`config.mk`:
```
export PLATFORM = sky130hd
export DESIGN_NAME = vitb_ctrl
export DESIGN_NICKNAME = d
export VERILOG_FILES = /design/src/hw/vitb_pkg.sv /design/src/hw/vitb_ctrl.sv
export SDC_FILE = /design/constraint.sdc
export NUM_CORES = 1
export LEC_CHECK = 0
export ABC_AREA = 1
export BUFFER_PORTS_ARGS = -buffer_cell sky130_fd_sc_hd__buf_2
export CORE_ASPECT_RATIO = 1.75
export CORE_UTILIZATION = 49
export CTS_CLUSTER_DIAMETER = 200
export DETAILED_ROUTE_END_ITERATION = 10
export PLACE_DENSITY = 0.83
export SLEW_MARGIN = 20
export SYNTH_ARGS = -nofsm -noshare
export SYNTH_HDL_FRONTEND = slang
export SYNTH_SLANG_ARGS = --single-unit
export TNS_END_PERCENT = 10
```
`constraint.sdc`:
```
create_clock -name SYS_CLK -period 1.9 [get_ports SYS_CLK]
set_input_delay 0.38 -clock SYS_CLK [delete_from_list [all_inputs] [get_ports SYS_CLK]]
set_output_delay 0.38 -clock SYS_CLK [all_outputs]
set_load 0.02 [all_outputs]
```
`src/hw/vitb_pkg.sv`:
```
/*
 Constants, register map and vector table of the vectored interrupt
 controller with its tick generator.
 Assumes a single 125 MHz clock and an APB master with 32-bit data.
*/
// Function
// - Master enable clear blocks accepting a request; a jump already accepted still follows.
// - Timer overflow, tick or pin edge sets its flag; only enabled ones request.
// - On the jump push next instruction address and load the winner's vector in the same cycle.
// - Return-from-interrupt pops the saved program counter.
// - Service clears master enable and the serviced request flag.
// - Requests during service still set and hold their flags.
// - Software setting master enable in service allows nesting.
// - Stack full blocks acknowledging any request.
// - Jump comes 2 instruction cycles after request, 3 after wake-up.
// - Requests between two second-phase pulses are serviced on the later.
// - Three sources: pin 04H, timer 0 08H, tick 0CH, in that order.
// - Four sources: pin, timer 0, timer 1 at 0CH, tick at 10H.
// - External request wins over simultaneous internal requests.
// - Edge select bits 7:6: off, rising, falling, both edges.
// - Pin acts only with enable set, edge chosen and direction input.
// - Three-source control: flags 6..4, enables 3..1, master bit 0, bit 7 zero.
// - Tick uses a 13-stage divider, two-bit tap select, timer 0 source bit.
// - Each tick timeout sets the tick request flag.
// - A flag stays set while disabled until serviced or cleared by software.
// - Every source can wake the processor from idle or sleep.
package vitb_pkg;

  // ==========================================================
  // Register map (byte addresses)
  localparam logic [7:0] ADDR_IRQ_CTL0 = 8'h00;
  localparam logic [7:0] ADDR_IRQ_CTL1 = 8'h04;
  localparam logic [7:0] ADDR_SYSCTL1 = 8'h08;
  localparam logic [7:0] ADDR_TIMER0_CTL = 8'h0C;
  localparam logic [7:0] ADDR_PADIR = 8'h10;
  localparam logic [7:0] ADDR_STATUS = 8'h14;

  // ==========================================================
  // Field positions
  localparam int BIT_MASTER_EN = 0;
  localparam int BIT_EN_LO = 1;
  localparam int BIT_FLAG_LO = 4;
  localparam int BIT_CTL1_EN = 0;
  localparam int BIT_CTL1_FLAG = 4;
  localparam int BIT_EDGE_LO = 6;
  localparam int BIT_DIV_LO = 4;
  localparam int BIT_T0_SRC = 3;
  localparam int BIT_PIN_DIR = 3;

  // ==========================================================
  // Sources, in priority order
  localparam int NSRC = 4;
  localparam int SRC_EXT = 0;
  localparam int SRC_T0 = 1;
  localparam int SRC_T1 = 2;
  localparam int SRC_TICK = 3;
  localparam logic [3:0] SRC_MASK3 = 4'hB;
  localparam logic [3:0] SRC_MASK4 = 4'hF;

  localparam logic [7:0] VEC_EXT = 8'h04;
  localparam logic [7:0] VEC_T0 = 8'h08;
  localparam logic [7:0] VEC_T1 = 8'h0C;
  localparam logic [7:0] VEC_TICK3 = 8'h0C;
  localparam logic [7:0] VEC_TICK4 = 8'h10;

  // ==========================================================
  // Edge select codes
  localparam logic [1:0] EDGE_OFF = 2'h0;
  localparam logic [1:0] EDGE_RISE = 2'h1;
  localparam logic [1:0] EDGE_FALL = 2'h2;
  localparam logic [1:0] EDGE_BOTH = 2'h3;

  // ==========================================================
  // Timing
  localparam int SYS_CLK_MHZ = 125;
  localparam int INSTR_DIV = 4;
  localparam logic [1:0] PHASE_TWO_SLOT = 2'h1;
  localparam logic [1:0] LAT_NORMAL = 2'h2;
  localparam logic [1:0] LAT_WAKE = 2'h3;
  localparam int TICK_STAGES = 13;
  localparam int TICK_TAP_BASE = 10;

  localparam logic [7:0] REG_RESET = 8'h00;

  typedef enum logic [0:0] {
    SEQ_IDLE = 1'b0,
    SEQ_WAIT = 1'b1
  } vitb_seq_t;

endpackage

```
`src/hw/vitb_ctrl.sv`:
```
/*
 Vectored interrupt controller with tick generator: request flags, enables,
 fixed priority, push/vector/pop handshake with the core, APB registers.
 Assumes the core acts on the one-cycle push, load and pop pulses, and that
 timer overflows and the alternate tick source are enables on SYS_CLK.
*/
// Implementation choices: the APB interface to the registers and the placing of the registers.
`timescale 1ns/100ps
module vitb_ctrl #(
  parameter int PC_W = 11,
  parameter bit FOUR_SRC = 1'b0
) (
  // Clock and reset
  input wire logic SYS_CLK,
  input wire logic RST_N,
  // APB slave
  input wire logic PSEL,
  input wire logic PENABLE,
  input wire logic PWRITE,
  input wire logic [7:0] PADDR,
  input wire logic [31:0] PWDATA,
  output logic [31:0] PRDATA,
  output logic PREADY,
  output logic PSLVERR,
  // Event sources
  input wire logic PORT_A_LINE_THREE,
  input wire logic TIMER0_OVF,
  input wire logic TIMER1_OVF,
  input wire logic TICK_ALT_EN,
  // Core sequencer
  input wire logic [PC_W-1:0] CORE_NEXT_PC,
  input wire logic CORE_STACK_FULL,
  input wire logic CORE_SLEEP,
  input wire logic CORE_RETURN_FROM_INTERRUPT,
  output logic STACK_PUSH,
  output logic [PC_W-1:0] STACK_PUSH_PC,
  output logic PC_LOAD,
  output logic [PC_W-1:0] PC_VECTOR,
  output logic STACK_POP,
  output logic WAKE_REQ,
  output logic SECOND_CLOCK_PHASE
);
  import vitb_pkg::*;

  // ==========================================================
  // Elaboration check
  if (PC_W < 8 || PC_W > 16) begin : g_bad_pc_w
    $error("PC_W must lie in 8..16");
  end

  // ==========================================================
  // State
  typedef struct packed {
    logic [1:0] phase;
    logic ph2;
    logic [NSRC-1:0] flag;
    logic [NSRC-1:0] ena;
    logic master_en;
    logic [1:0] edge_sel;
    logic [1:0] div_sel;
    logic t0_src;
    logic pin_dir;
    logic [TICK_STAGES-1:0] div_cnt;
    logic pin_s1;
    logic pin_s2;
    logic pin_prev;
    vitb_seq_t seq;
    logic [1:0] lat;
    logic [1:0] win;
    logic pready;
    logic [31:0] prdata;
    logic pslverr;
    logic push;
    logic [PC_W-1:0] push_pc;
    logic pc_load;
    logic [PC_W-1:0] vec;
    logic pop;
    logic wake;
  } vitb_state_t;

  vitb_state_t s_q;
  vitb_state_t s_d;

  logic [NSRC-1:0] present;
  logic [NSRC-1:0] elig;
  logic [NSRC-1:0] hw_set;
  logic [NSRC-1:0] svc_clr;
  logic [1:0] pick;
  logic any_elig;
  logic pin_edge;
  logic pin_live;
  logic tick_src;
  logic tick_out;
  logic accept;
  logic jump;
  logic wr;
  logic [7:0] wb;
  logic [7:0] rd_ctl0;
  logic [7:0] rd_ctl1;
  logic [7:0] vec_pick;
  logic [TICK_STAGES:0] tap_mask;

  assign present = FOUR_SRC ? SRC_MASK4 : SRC_MASK3;

  // ==========================================================
  // Fixed priority: lowest index wins, the pin is index zero
  always_comb begin
    pick = 2'h0;
    any_elig = 1'b0;
    for (int i = NSRC - 1; i >= 0; i--) begin
      if (elig[i]) begin
        pick = 2'(i);
        any_elig = 1'b1;
      end
    end
  end

  always_comb begin
    case (s_q.win)
      2'(SRC_EXT): vec_pick = VEC_EXT;
      2'(SRC_T0): vec_pick = VEC_T0;
      2'(SRC_T1): vec_pick = VEC_T1;
      2'(SRC_TICK): vec_pick = FOUR_SRC ? VEC_TICK4 : VEC_TICK3;
      default: vec_pick = VEC_EXT;
    endcase
  end

  always_comb begin
    if (FOUR_SRC) begin
      rd_ctl0 = {1'b0, s_q.flag[SRC_T1], s_q.flag[SRC_T0], s_q.flag[SRC_EXT],
                 s_q.ena[SRC_T1], s_q.ena[SRC_T0], s_q.ena[SRC_EXT], s_q.master_en};
      rd_ctl1 = {3'h0, s_q.flag[SRC_TICK], 3'h0, s_q.ena[SRC_TICK]};
    end else begin
      // Bit 7 is unimplemented and reads zero
      rd_ctl0 = {1'b0, s_q.flag[SRC_TICK], s_q.flag[SRC_T0], s_q.flag[SRC_EXT],
                 s_q.ena[SRC_TICK], s_q.ena[SRC_T0], s_q.ena[SRC_EXT], s_q.master_en};
      rd_ctl1 = 8'h00;
    end
  end

  // ==========================================================
  // Next state
  always_comb begin
    s_d = s_q;
    wb = PWDATA[7:0];
    wr = PSEL & PENABLE & PWRITE & s_q.pready;

    // Instruction clock divider; the phase-two pulse paces arbitration
    s_d.phase = 2'(s_q.phase + 2'h1);
    s_d.ph2 = (s_q.phase == PHASE_TWO_SLOT);

    // Pin synchroniser; only the second stage feeds the edge detector
    s_d.pin_s1 = PORT_A_LINE_THREE;
    s_d.pin_s2 = s_q.pin_s1;
    s_d.pin_prev = s_q.pin_s2;
    pin_live = s_q.ena[SRC_EXT] & (s_q.edge_sel != EDGE_OFF) & s_q.pin_dir;
    case (s_q.edge_sel)
      EDGE_RISE: pin_edge = s_q.pin_s2 & ~s_q.pin_prev;
      EDGE_FALL: pin_edge = ~s_q.pin_s2 & s_q.pin_prev;
      EDGE_BOTH: pin_edge = s_q.pin_s2 ^ s_q.pin_prev;
      default: pin_edge = 1'b0;
    endcase

    // Tick generator: 13 stages, tap chosen by divide select
    tick_src = s_q.t0_src ? TICK_ALT_EN : s_q.ph2;
    tap_mask = 14'((14'h1 << (TICK_TAP_BASE + int'(s_q.div_sel))) - 14'h1);
    tick_out = tick_src &
               ((s_q.div_cnt & tap_mask[TICK_STAGES-1:0]) == tap_mask[TICK_STAGES-1:0]);
    if (tick_src) begin
      s_d.div_cnt = 13'(s_q.div_cnt + 13'h1);
    end

    hw_set = '0;
    hw_set[SRC_EXT] = pin_live & pin_edge;
    hw_set[SRC_T0] = TIMER0_OVF;
    hw_set[SRC_T1] = TIMER1_OVF & FOUR_SRC;
    hw_set[SRC_TICK] = tick_out;

    // Arbitration happens only on phase-two pulses, so anything that
    // arrived since the last pulse is weighed together
    elig = s_q.flag & s_q.ena & present;
    accept = s_q.ph2 & s_q.master_en & any_elig & ~CORE_STACK_FULL &
             (s_q.seq == SEQ_IDLE);
    svc_clr = '0;
    jump = 1'b0;

    s_d.push = 1'b0;
    s_d.pc_load = 1'b0;
    s_d.pop = CORE_RETURN_FROM_INTERRUPT;

    case (s_q.seq)
      SEQ_IDLE: begin
        if (accept) begin
          s_d.win = pick;
          // Counts whole phase-two pulses after the accepting one, so that
          // a request waits 2 to 3 instruction cycles, 3 to 4 from sleep
          s_d.lat = CORE_SLEEP ? LAT_WAKE : LAT_NORMAL;
          s_d.seq = SEQ_WAIT;
          svc_clr[pick] = 1'b1;
        end
      end
      SEQ_WAIT: begin
        if (s_q.ph2) begin
          if (s_q.lat == 2'h1) begin
            jump = 1'b1;
            s_d.seq = SEQ_IDLE;
          end else begin
            s_d.lat = 2'(s_q.lat - 2'h1);
          end
        end
      end
      default: s_d.seq = SEQ_IDLE;
    endcase

    if (jump) begin
      s_d.push = 1'b1;
      s_d.push_pc = CORE_NEXT_PC;
      s_d.pc_load = 1'b1;
      s_d.vec = PC_W'(vec_pick);
    end

    // Software writes first, then service clear, then hardware sets win
    if (wr) begin
      case (PADDR)
        ADDR_IRQ_CTL0: begin
          s_d.master_en = wb[BIT_MASTER_EN];
          s_d.flag[SRC_EXT] = wb[BIT_FLAG_LO];
          s_d.flag[SRC_T0] = wb[BIT_FLAG_LO+1];
          s_d.ena[SRC_EXT] = wb[BIT_EN_LO];
          s_d.ena[SRC_T0] = wb[BIT_EN_LO+1];
          if (FOUR_SRC) begin
            s_d.flag[SRC_T1] = wb[BIT_FLAG_LO+2];
            s_d.ena[SRC_T1] = wb[BIT_EN_LO+2];
          end else begin
            s_d.flag[SRC_TICK] = wb[BIT_FLAG_LO+2];
            s_d.ena[SRC_TICK] = wb[BIT_EN_LO+2];
          end
        end
        ADDR_IRQ_CTL1: begin
          if (FOUR_SRC) begin
            s_d.flag[SRC_TICK] = wb[BIT_CTL1_FLAG];
            s_d.ena[SRC_TICK] = wb[BIT_CTL1_EN];
          end
        end
        ADDR_SYSCTL1: begin
          s_d.edge_sel = wb[BIT_EDGE_LO+1:BIT_EDGE_LO];
          s_d.div_sel = wb[BIT_DIV_LO+1:BIT_DIV_LO];
        end
        ADDR_TIMER0_CTL: s_d.t0_src = wb[BIT_T0_SRC];
        ADDR_PADIR: s_d.pin_dir = wb[BIT_PIN_DIR];
        default: s_d.master_en = s_d.master_en;
      endcase
    end
    if (accept) begin
      s_d.master_en = 1'b0;
    end
    s_d.flag = (s_d.flag & ~svc_clr) | hw_set;

    // Any pending flag wakes the core, whatever its enable
    s_d.wake = |(s_d.flag & present);

    // APB: no wait state, data latched in the setup cycle
    // Error flop lives only in the access cycle, so the pin needs no gate
    s_d.pready = PSEL & ~PENABLE;
    s_d.pslverr = 1'b0;
    if (PSEL & ~PENABLE) begin
      s_d.prdata = 32'h0;
      case (PADDR)
        ADDR_IRQ_CTL0: s_d.prdata = {24'h0, rd_ctl0};
        ADDR_IRQ_CTL1: s_d.prdata = {24'h0, rd_ctl1};
        ADDR_SYSCTL1: s_d.prdata = {24'h0, s_q.edge_sel, s_q.div_sel, 4'h0};
        ADDR_TIMER0_CTL: s_d.prdata = {28'h0, s_q.t0_src, 3'h0};
        ADDR_PADIR: s_d.prdata = {28'h0, s_q.pin_dir, 3'h0};
        ADDR_STATUS: s_d.prdata = {26'h0, s_q.pin_s2, s_q.wake, s_q.win,
                                   s_q.lat == 2'h0, s_q.seq == SEQ_WAIT};
        default: s_d.pslverr = 1'b1;
      endcase
    end
  end

  // ==========================================================
  // Registers
  always_ff @(posedge SYS_CLK or negedge RST_N) begin
    if (!RST_N) begin
      s_q <= '0;
      s_q.seq <= SEQ_IDLE;
    end else begin
      s_q <= s_d;
    end
  end

  // ==========================================================
  // Outputs, all straight from state flops
  assign PRDATA = s_q.prdata;
  assign PREADY = s_q.pready;
  assign PSLVERR = s_q.pslverr;
  assign STACK_PUSH = s_q.push;
  assign STACK_PUSH_PC = s_q.push_pc;
  assign PC_LOAD = s_q.pc_load;
  assign PC_VECTOR = s_q.vec;
  assign STACK_POP = s_q.pop;
  assign WAKE_REQ = s_q.wake;
  assign SECOND_CLOCK_PHASE = s_q.ph2;

endmodule // vitb_ctrl

```
Word level (Yosys, flattened, before mapping):

Cells that the tools add are included.

* flip-flop bits (word level): 71
* output and inout port bits: 61
* word-level logic and storage cells: 128

* add/subtract/negate cells: 5
* order comparisons: 2
* equal/unequal tests: 17
* shifts and indexed selects: 1
* multiplexer cells: 36
* bitwise operators: 25
* reduce and logical (&&, ||, !) cells: 17

Operators by type and width (number)
* $pmux W8 S5: 1
* $mux W24: 1
* $pmux W8 S3: 1
* $mux W1: 18
* $eq A8 B4 Y1 const B: 2
* $eq A8 B5 Y1 const B: 2
* $and A1 B1 Y1: 14
* $add A13 B1 Y13 const B: 1
* $and A13 B13 Y13: 1
* $eq A13 B13 Y1: 1
* $shl A1 B5 Y13 const A: 1
* $sub A13 B1 Y13 const B: 1
* $mux W4: 3
* $reduce_and A2 Y1: 6
* $mux W3: 3
* $and A4 B4 Y4: 2
* $eq A2 B1 Y1 const B: 4
* $eq A2 B2 Y1 const B: 4
* $eq A8 B3 Y1 const B: 1
* $logic_not A8 Y1: 1
* $mux W2: 4
* $mux W7: 1
* $pmux W3 S2: 1
* $reduce_bool A2 Y1: 3
* other kinds (20): 26

Depth between registers and ports, before layout:

Gate-level depths: netlist (run 1).

* depth in word-level cells: 14
* gate-level depth with buffers: 9

Worst setup path before layout (run 1):

No wires, ideal clock.

* path type: register to register
* from: register s_q (netlist bit SECOND_CLOCK_PHASE)
* to: register s_q[80] (netlist name)
* arrival time: 1210 ps
* setup slack: 568 ps
* stages on the path, launching flop included: 7
* cell sequence: dfrtp_1 nand2_1 nand2_4 inv_2 nor3_2 nand2_1 xor2_1

* cells in the longest elaborated chain, start to end: 1

RTL lines
* from (decl): line vitb_ctrl.sv:81 `vitb_state_t s_q;`
* $mux W1: line vitb_ctrl.sv:165 `tick_src = s_q.t0_src ? TICK_ALT_EN : s_q.ph2;`

No other way between the ends.
A chain may end at the register's enable or synchronous reset.

Final worst setup path (run 1):

* from: register s_q[63] (netlist name)
* to: register s_q (netlist bit STACK_PUSH_PC[2])

* cells in the longest elaborated chain, start to end: 4

RTL lines
* $eq A2 B1 Y1: line vitb_ctrl.sv:204 `if (s_q.lat == 2'h1) begin`
* $mux W1: line vitb_ctrl.sv:204
* $mux W1: line vitb_ctrl.sv:203 `if (s_q.ph2) begin`
* $mux W1: line vitb_ctrl.sv:191 `case (s_q.seq)`

No other way between the ends.

==> out/metrics.yaml, run 1 <==
routing:
  top_layer_used: "met4"
  drc: 0
  vias: 2576
  drt-vias-per-instance: 4.81
  drtAntennaViolNets: 0
  wl_um: 6750
  wire_per_inst_um: 12.6
  dr.pass1.iters: 4
  drt_iter0_drc: 139
  routed-wl-met3_um: 368
  met2WireLength_um: 3740
  wl_met1_um: 2410
synth:
  synth-seq-cells: 63
  synth.top_cell.area_share_pct: 47.7
  synth_xor_area_share_pct: 3.18
  synth_compound_area_share_pct: 5.07
  synthAdderAreaFrac_pct: 2.27
  yosysTopAreaCell: "dfrtp_1"
  synth.yosys.warnings: 0
  yosysSeqAreaShare_pct: 47.7
  synth-simple-area-share_pct: 23.7
  synth_edf_count: 0
  synth_area_leaders: "dfrtp_1, nand2_1, buf_4"
  synth_common_cells: "nand2_1, dfrtp_1, buf_4"
  synthArstFlopShare_pct: 100
  netlist_instances: 395
  synth_cell_types: 30
  synthMuxAreaShare_pct: 0
  netlist_area_um2: 3310
  syn_avg_cell_area_um2: 8.37
  ys.flop_type: "dfrtp_1"
  yosysMostFrequentCell: "nand2_1"
  synth_top_family_by_area: "simple AND/OR/NAND/NOR gates"
floorplanning:
  coreArea_um2: 6540
  die_w_um: 64.1
  start_util_pct: 50.6
  io_pins: 124
  fp.dieH_um: 111
  row_count: 39
  die-area_um2: 7090
final_layout:
  multi_input_area_um2: 1250
  finalNetCount: 518
  ff_latch_area_um2: 1580
  n_antenna_cell: 0
  layout-drive-gt1-share_pct: 20.3
  fillCellCount: 585
  final_core_util_pct: 58.0
  layoutNonFillerInstCount: 536
  area_growth_pct: 14.7
place:
  placed_cells: 520
  place_congestion: 0.844
  dp_hpwl_um: 5030
  numPortBuffers: 65
pwr:
  clkPwrFrac_pct: 49.7
  leakage_nw: 2.10
  max-vdd-ir-drop_mv: 0.544
  power_frac_comb_pct: 8.9
  p_sw_mw: 0.820
  p_int_mw: 2.72
  powerDensity_nw_per_um2: 935
  total_power_mw: 3.54
  p_seq_share_pct: 41.3
  sw_frac_of_total_pct: 23.1
global_route:
  grt_pass1_vias: 2601
  grt-ovfl-total: 0
  grt_usage_pct: 20.9
  grt_max_degree: 64
  antenna_found_initial: 0
  grt_pass1_wl_um: 11200
setup_path:
  crit_fanout: 13
  reg2reg_depth: 7
  r2r-end: "STACK_PUSH_PC[2]"
  startpoint: "s_q[63]"
  critPathCaptureType: "flop"
  r2r-start: "s_q[63]"
  reg2reg_slack_ns: 0.30
  path_class: "flop to flop"
  required_ns: 2.11
  critPathLaunchType: "flop"
  crit_arrival_ns: 1.81
clock_network:
  cts_buffers: 9
  clk_pin_slew_ns: 0.05
  cts_resized: 0
  clockRootBuffer: "clkbuf_16"
  clk_latency_ns: 0.33
  htreeDepth: 3
  post_cts_buffers: 0
  clock-sinks: 63
  hold_buffers: 0
  cts_tree: "built"
  cts_max_path_buffers: 2
sta:
  setup_viol: 0
  rsz0062_at_grt: "false"
  report.final.slew_viol_count: 0
  period_share_pct: 84.3
  period_minus_slack_ns: 1.60
  fmaxAchievable_ghz: 0.625
  holdWs_ns: 0.0544
  hold_viol_final: 0
  fin_skew_ns: 0.00507
  timing.setup.tns_ns: 0
worst_hold_path:
  min_path_type: "primary input to async pin"
run:
  max-cap-violations: 0
run_status:
  status: "finished clean"
[layout make-up]
class | instances | share of cell area, %
timing repair buffer | 68 | 9.50
multi-input combinational | 261 | 33.1
tap | 82 | 2.71
clock buffer | 13 | 6.86
inverter | 46 | 4.55
clock inverter | 3 | 1.72
sequential | 63 | 41.6
[power groups by stage]
stage / logic (mW) / registers (mW) / clock network [mW]
6_report: 0.316 / 1.46 / 1.76
5_1_grt: 0.351 / 1.47 / 1.85
3_5_place_dp: 0.317 / 1.49 / 0
3_3_place_gp: 0.304 / 1.48 / 0
4_1_cts: 0.319 / 1.46 / 1.79
2_1_floorplan: 0.264 / 1.48 / 0
[logic make-up (layout without fill, tap and decap cells)]
kind of cell,count (synthesis),in the layout
other cells,1,33
flops,63,63
fa+ha+maj,6,6
compound gates,30,30
xor+xnor,12,12
buf+inv,103,130
simple gates,180,180
[registers in the layout (all words and copies together), names as in the netlist, 2 cells and up]
register and count:
s_q 27, s_d 2, rd_ctl0 7, PC_VECTOR 2, PRDATA 8, STACK_PUSH_PC 11
[how the worst max path moves through the flow]
stage	end	slack (ns)	cells past startpoint
3_3_place_gp	WAKE_REQ	0.35	9
5_1_grt	STACK_PUSH_PC[2]	0.11	7
2_1_floorplan	s_q[80]	0.57	6
6_report	STACK_PUSH_PC[2]	0.30	7
4_1_cts	STACK_PUSH_PC[2]	0.28	7
3_5_place_dp	WAKE_REQ	0.29	9
[through the flow]
step,cell area [µm²],worst slack [ns]
global placement,3470,0.353
detailed placement,3470,0.288
finish,3790,0.299
CTS,3790,0.276
global route,3790,0.114
floorplan,3430,0.568
[cell usage in the layout (no fill, tap or decap)]
cell type  instances
a31oi_1            2
o211a_1            1
nor3_4             2
o211ai_1           1
conb_1            33
buf_4              2
nand4_1            3
a21o_1             1
nor2_2             1
nand2_4            2
a21oi_1            5
o31ai_1            1
o21ai_0           14
inv_1             44
nand2_1          115
nor2_4             2
o22ai_1            2
buf_12             1
clkinv_1           1
inv_2              1
nor3_2             1
xnor2_1            4
buf_2             65
clkbuf_8           2
o21ai_1            3
nand2_2            1
xor2_1             8
nor2_1            26
clkbuf_16          9
ha_1               6
bufinv_16          2
nand3_1           25
nor3_1             2
dfrtp_1           63
clkbuf_1           2
clkinv_2           1
[metal layers]
layer	track usage, %	up-vias
met3	5.66	19
met5	0	-
met4	10.8	0
li1	-	1247
met1	20.5	1215
met2	38.4	95
[critical path: stages (launching register included)]
cell and delay (ns):
dfrtp_1 0.37, inv_1 0.08, ha_1 0.19, inv_1 0.05, nor2_1 0.32, inv_1 0.29, nand2_1 0.13, nand2_1 0.06
No activity file was read; power rests on OpenSTA's default activity.
==> run 2, diff against run 1 <==
- clock period: 1.9 -> 1.6 ns (I/O delays scaled with it)
==> run 2 against run 1 <==
The flow now finishes with violations (hold timing); clock skew decreased by 0.0022 ns; clock power increased by 12%; non-clock buffer count increased by 3; critical path depth unchanged; die area unchanged; utilization increased by 0.21 points; register-to-register slack got worse by 0.13 ns; global-route usage increased by 0.33 points; first-iteration DRC count increased by 39%; critical endpoint is now s_q[80]; largest power group unchanged.
==> out/metrics.yaml, run 2 (synthesized netlist as in run 1, its figures left out) <==
place:
  place_congestion: 0.823
  dp_hpwl_um: 4910
  place_ws_ns: 0.0881
  numPortBuffers: 65
sta:
  setup_slack_ns: 0.173
  period_share_pct: 89.2
  period_minus_slack_ns: 1.43
  rsz0062_at_grt: "true"
  hold_viol_final: 12
  report.final.slew_viol_count: 0
  fmaxAchievable_ghz: 0.701
  timing.setup.tns_ns: 0
  fin_skew_ns: 0.00284
  setup_viol: 0
  holdWs_ns: -0.0168
floorplanning:
  coreArea_um2: 6540
  fp.dieH_um: 111
  row_count: 39
  start_util_pct: 50.6
  io_pins: 124
  die-area_um2: 7090
  die_w_um: 64.1
final_layout:
  final_cell_mix: "nand2_1, buf_2, dfrtp_1"
  layout-drive-gt1-share_pct: 21.0
  largest_reg_flops: 27
  n_antenna_cell: 0
  finalNetCount: 521
  final_core_util_pct: 58.2
  mostFrequentLayoutCell: "nand2_1"
  area_growth_pct: 15.1
  top_register: "s_q"
  fillCellCount: 584
pwr:
  leakage_nw: 2.13
  p_int_mw: 3.12
  max-vdd-ir-drop_mv: 0.545
  power_frac_comb_pct: 9.0
  sw_frac_of_total_pct: 23.8
  clkPwrFrac_pct: 48.5
  powerDensity_nw_per_um2: 1070
  p_seq_share_pct: 42.5
  p_sw_mw: 0.972
  total_power_mw: 4.09
clock_network:
  clk_pin_slew_ns: 0.05
  clockRootBuffer: "clkbuf_16"
  hold_buffers: 0
  cts_tree: "built"
  cts_max_path_buffers: 2
  htreeDepth: 3
  post_cts_buffers: 0
  cts_buffers: 9
  clock-sinks: 63
  cts_resized: 0
  clk_latency_ns: 0.33
routing:
  vias: 2598
  wire_per_inst_um: 12.4
  top_layer_used: "met4"
  drtAntennaViolNets: 0
  wl_um: 6660
  dr.pass1.iters: 4
  drt-vias-per-instance: 4.82
  routed-wl-met3_um: 372
  drt_iter0_drc: 193
  met2WireLength_um: 3560
  drc: 0
  wl_met1_um: 2420
worst_hold_path:
  min_path_type: "primary input to async pin"
global_route:
  grt_max_degree: 64
  grt-ovfl-total: 0
  grt_usage_pct: 21.2
  antenna_found_initial: 0
  grt_pass1_vias: 2630
  grt_pass1_wl_um: 11400
setup_path:
  path_class: "flop to flop"
  crit_fanout: 3
  critPathLaunchType: "flop"
  critPathCaptureType: "flop"
  crit_arrival_ns: 1.64
  required_ns: 1.82
run_status:
  violations: "hold timing"
  status: "finished, violations left"
run:
  max-cap-violations: 0
## run 2: cell count changes in the layout (fill, tap and decap cells not counted)
cell	change
buf_4	+3
clkbuf_1	-1
nor3_4	+1
bufinv_16	-1
clkbuf_8	+1
clkinv_2	+1
nor3_2	-1
## run 2: final cells by class
class	count	area, µm²	share of cell area (%)
Tap cell	82	103	2.70
Multi-Input combinational cell	261	1260	33.1
Clock inverter	3	40.0	1.05
Sequential cell	63	1580	41.4
Timing Repair Buffer	71	383	10.1
Inverter	46	173	4.54
Clock buffer	13	270	7.10
## run 2: metrics by stage
stage	area, µm²	std cells	hold slack (ns)
3_3_place_gp	3490	523	0.335
4_1_cts	3800	539	0.00863
5_1_grt	3810	539	0.0158
3_5_place_dp	3490	523	0.336
2_1_floorplan	3430	427	0.0244
6_report	3810	539	-0.0168
## run 2: power by group through the flow
stage,sequential [mW],combinational [mW],clock [mW]
after floorplan,1.75,0.314,0
after global routing,1.75,0.414,2.11
after detailed placement,1.76,0.370,0
after global placement,1.76,0.362,0
after CTS,1.74,0.373,2.01
final,1.74,0.369,1.98
## run 2: metal layers
layer,vias to the layer above,global-route usage (%)
li1,1255,-
met1,1202,21.5
met2,111,37.3
met3,30,5.76
met4,0,13.2
met5,-,0
## run 2: final timing paths
check	from	endpoint	slack, ns	depth (start not counted)
hold / removal	RST_N	PRDATA[7]	-0.02	2
setup reg to reg	s_q[68]	s_q[80]	0.17	7
max in group asynchronous	RST_N	STACK_PUSH_PC[7]	1.34	2
setup / recovery	s_q[68]	s_q[80]	0.17	7
hold reg to reg	s_d[66]	s_d[65]	0.35	0
min in group SYS_CLK	CORE_RETURN_FROM_INTERRUPT	STACK_POP	0.10	1
## run 2: worst max-delay path, stage by stage (launching register included)
cell and delay [ns]:
dfrtp_1 0.38, ha_1 0.20, nand3_1 0.07, nor2_1 0.11
nand2_1 0.12, nor3_4 0.18, nand2_1 0.09, xor2_1 0.15
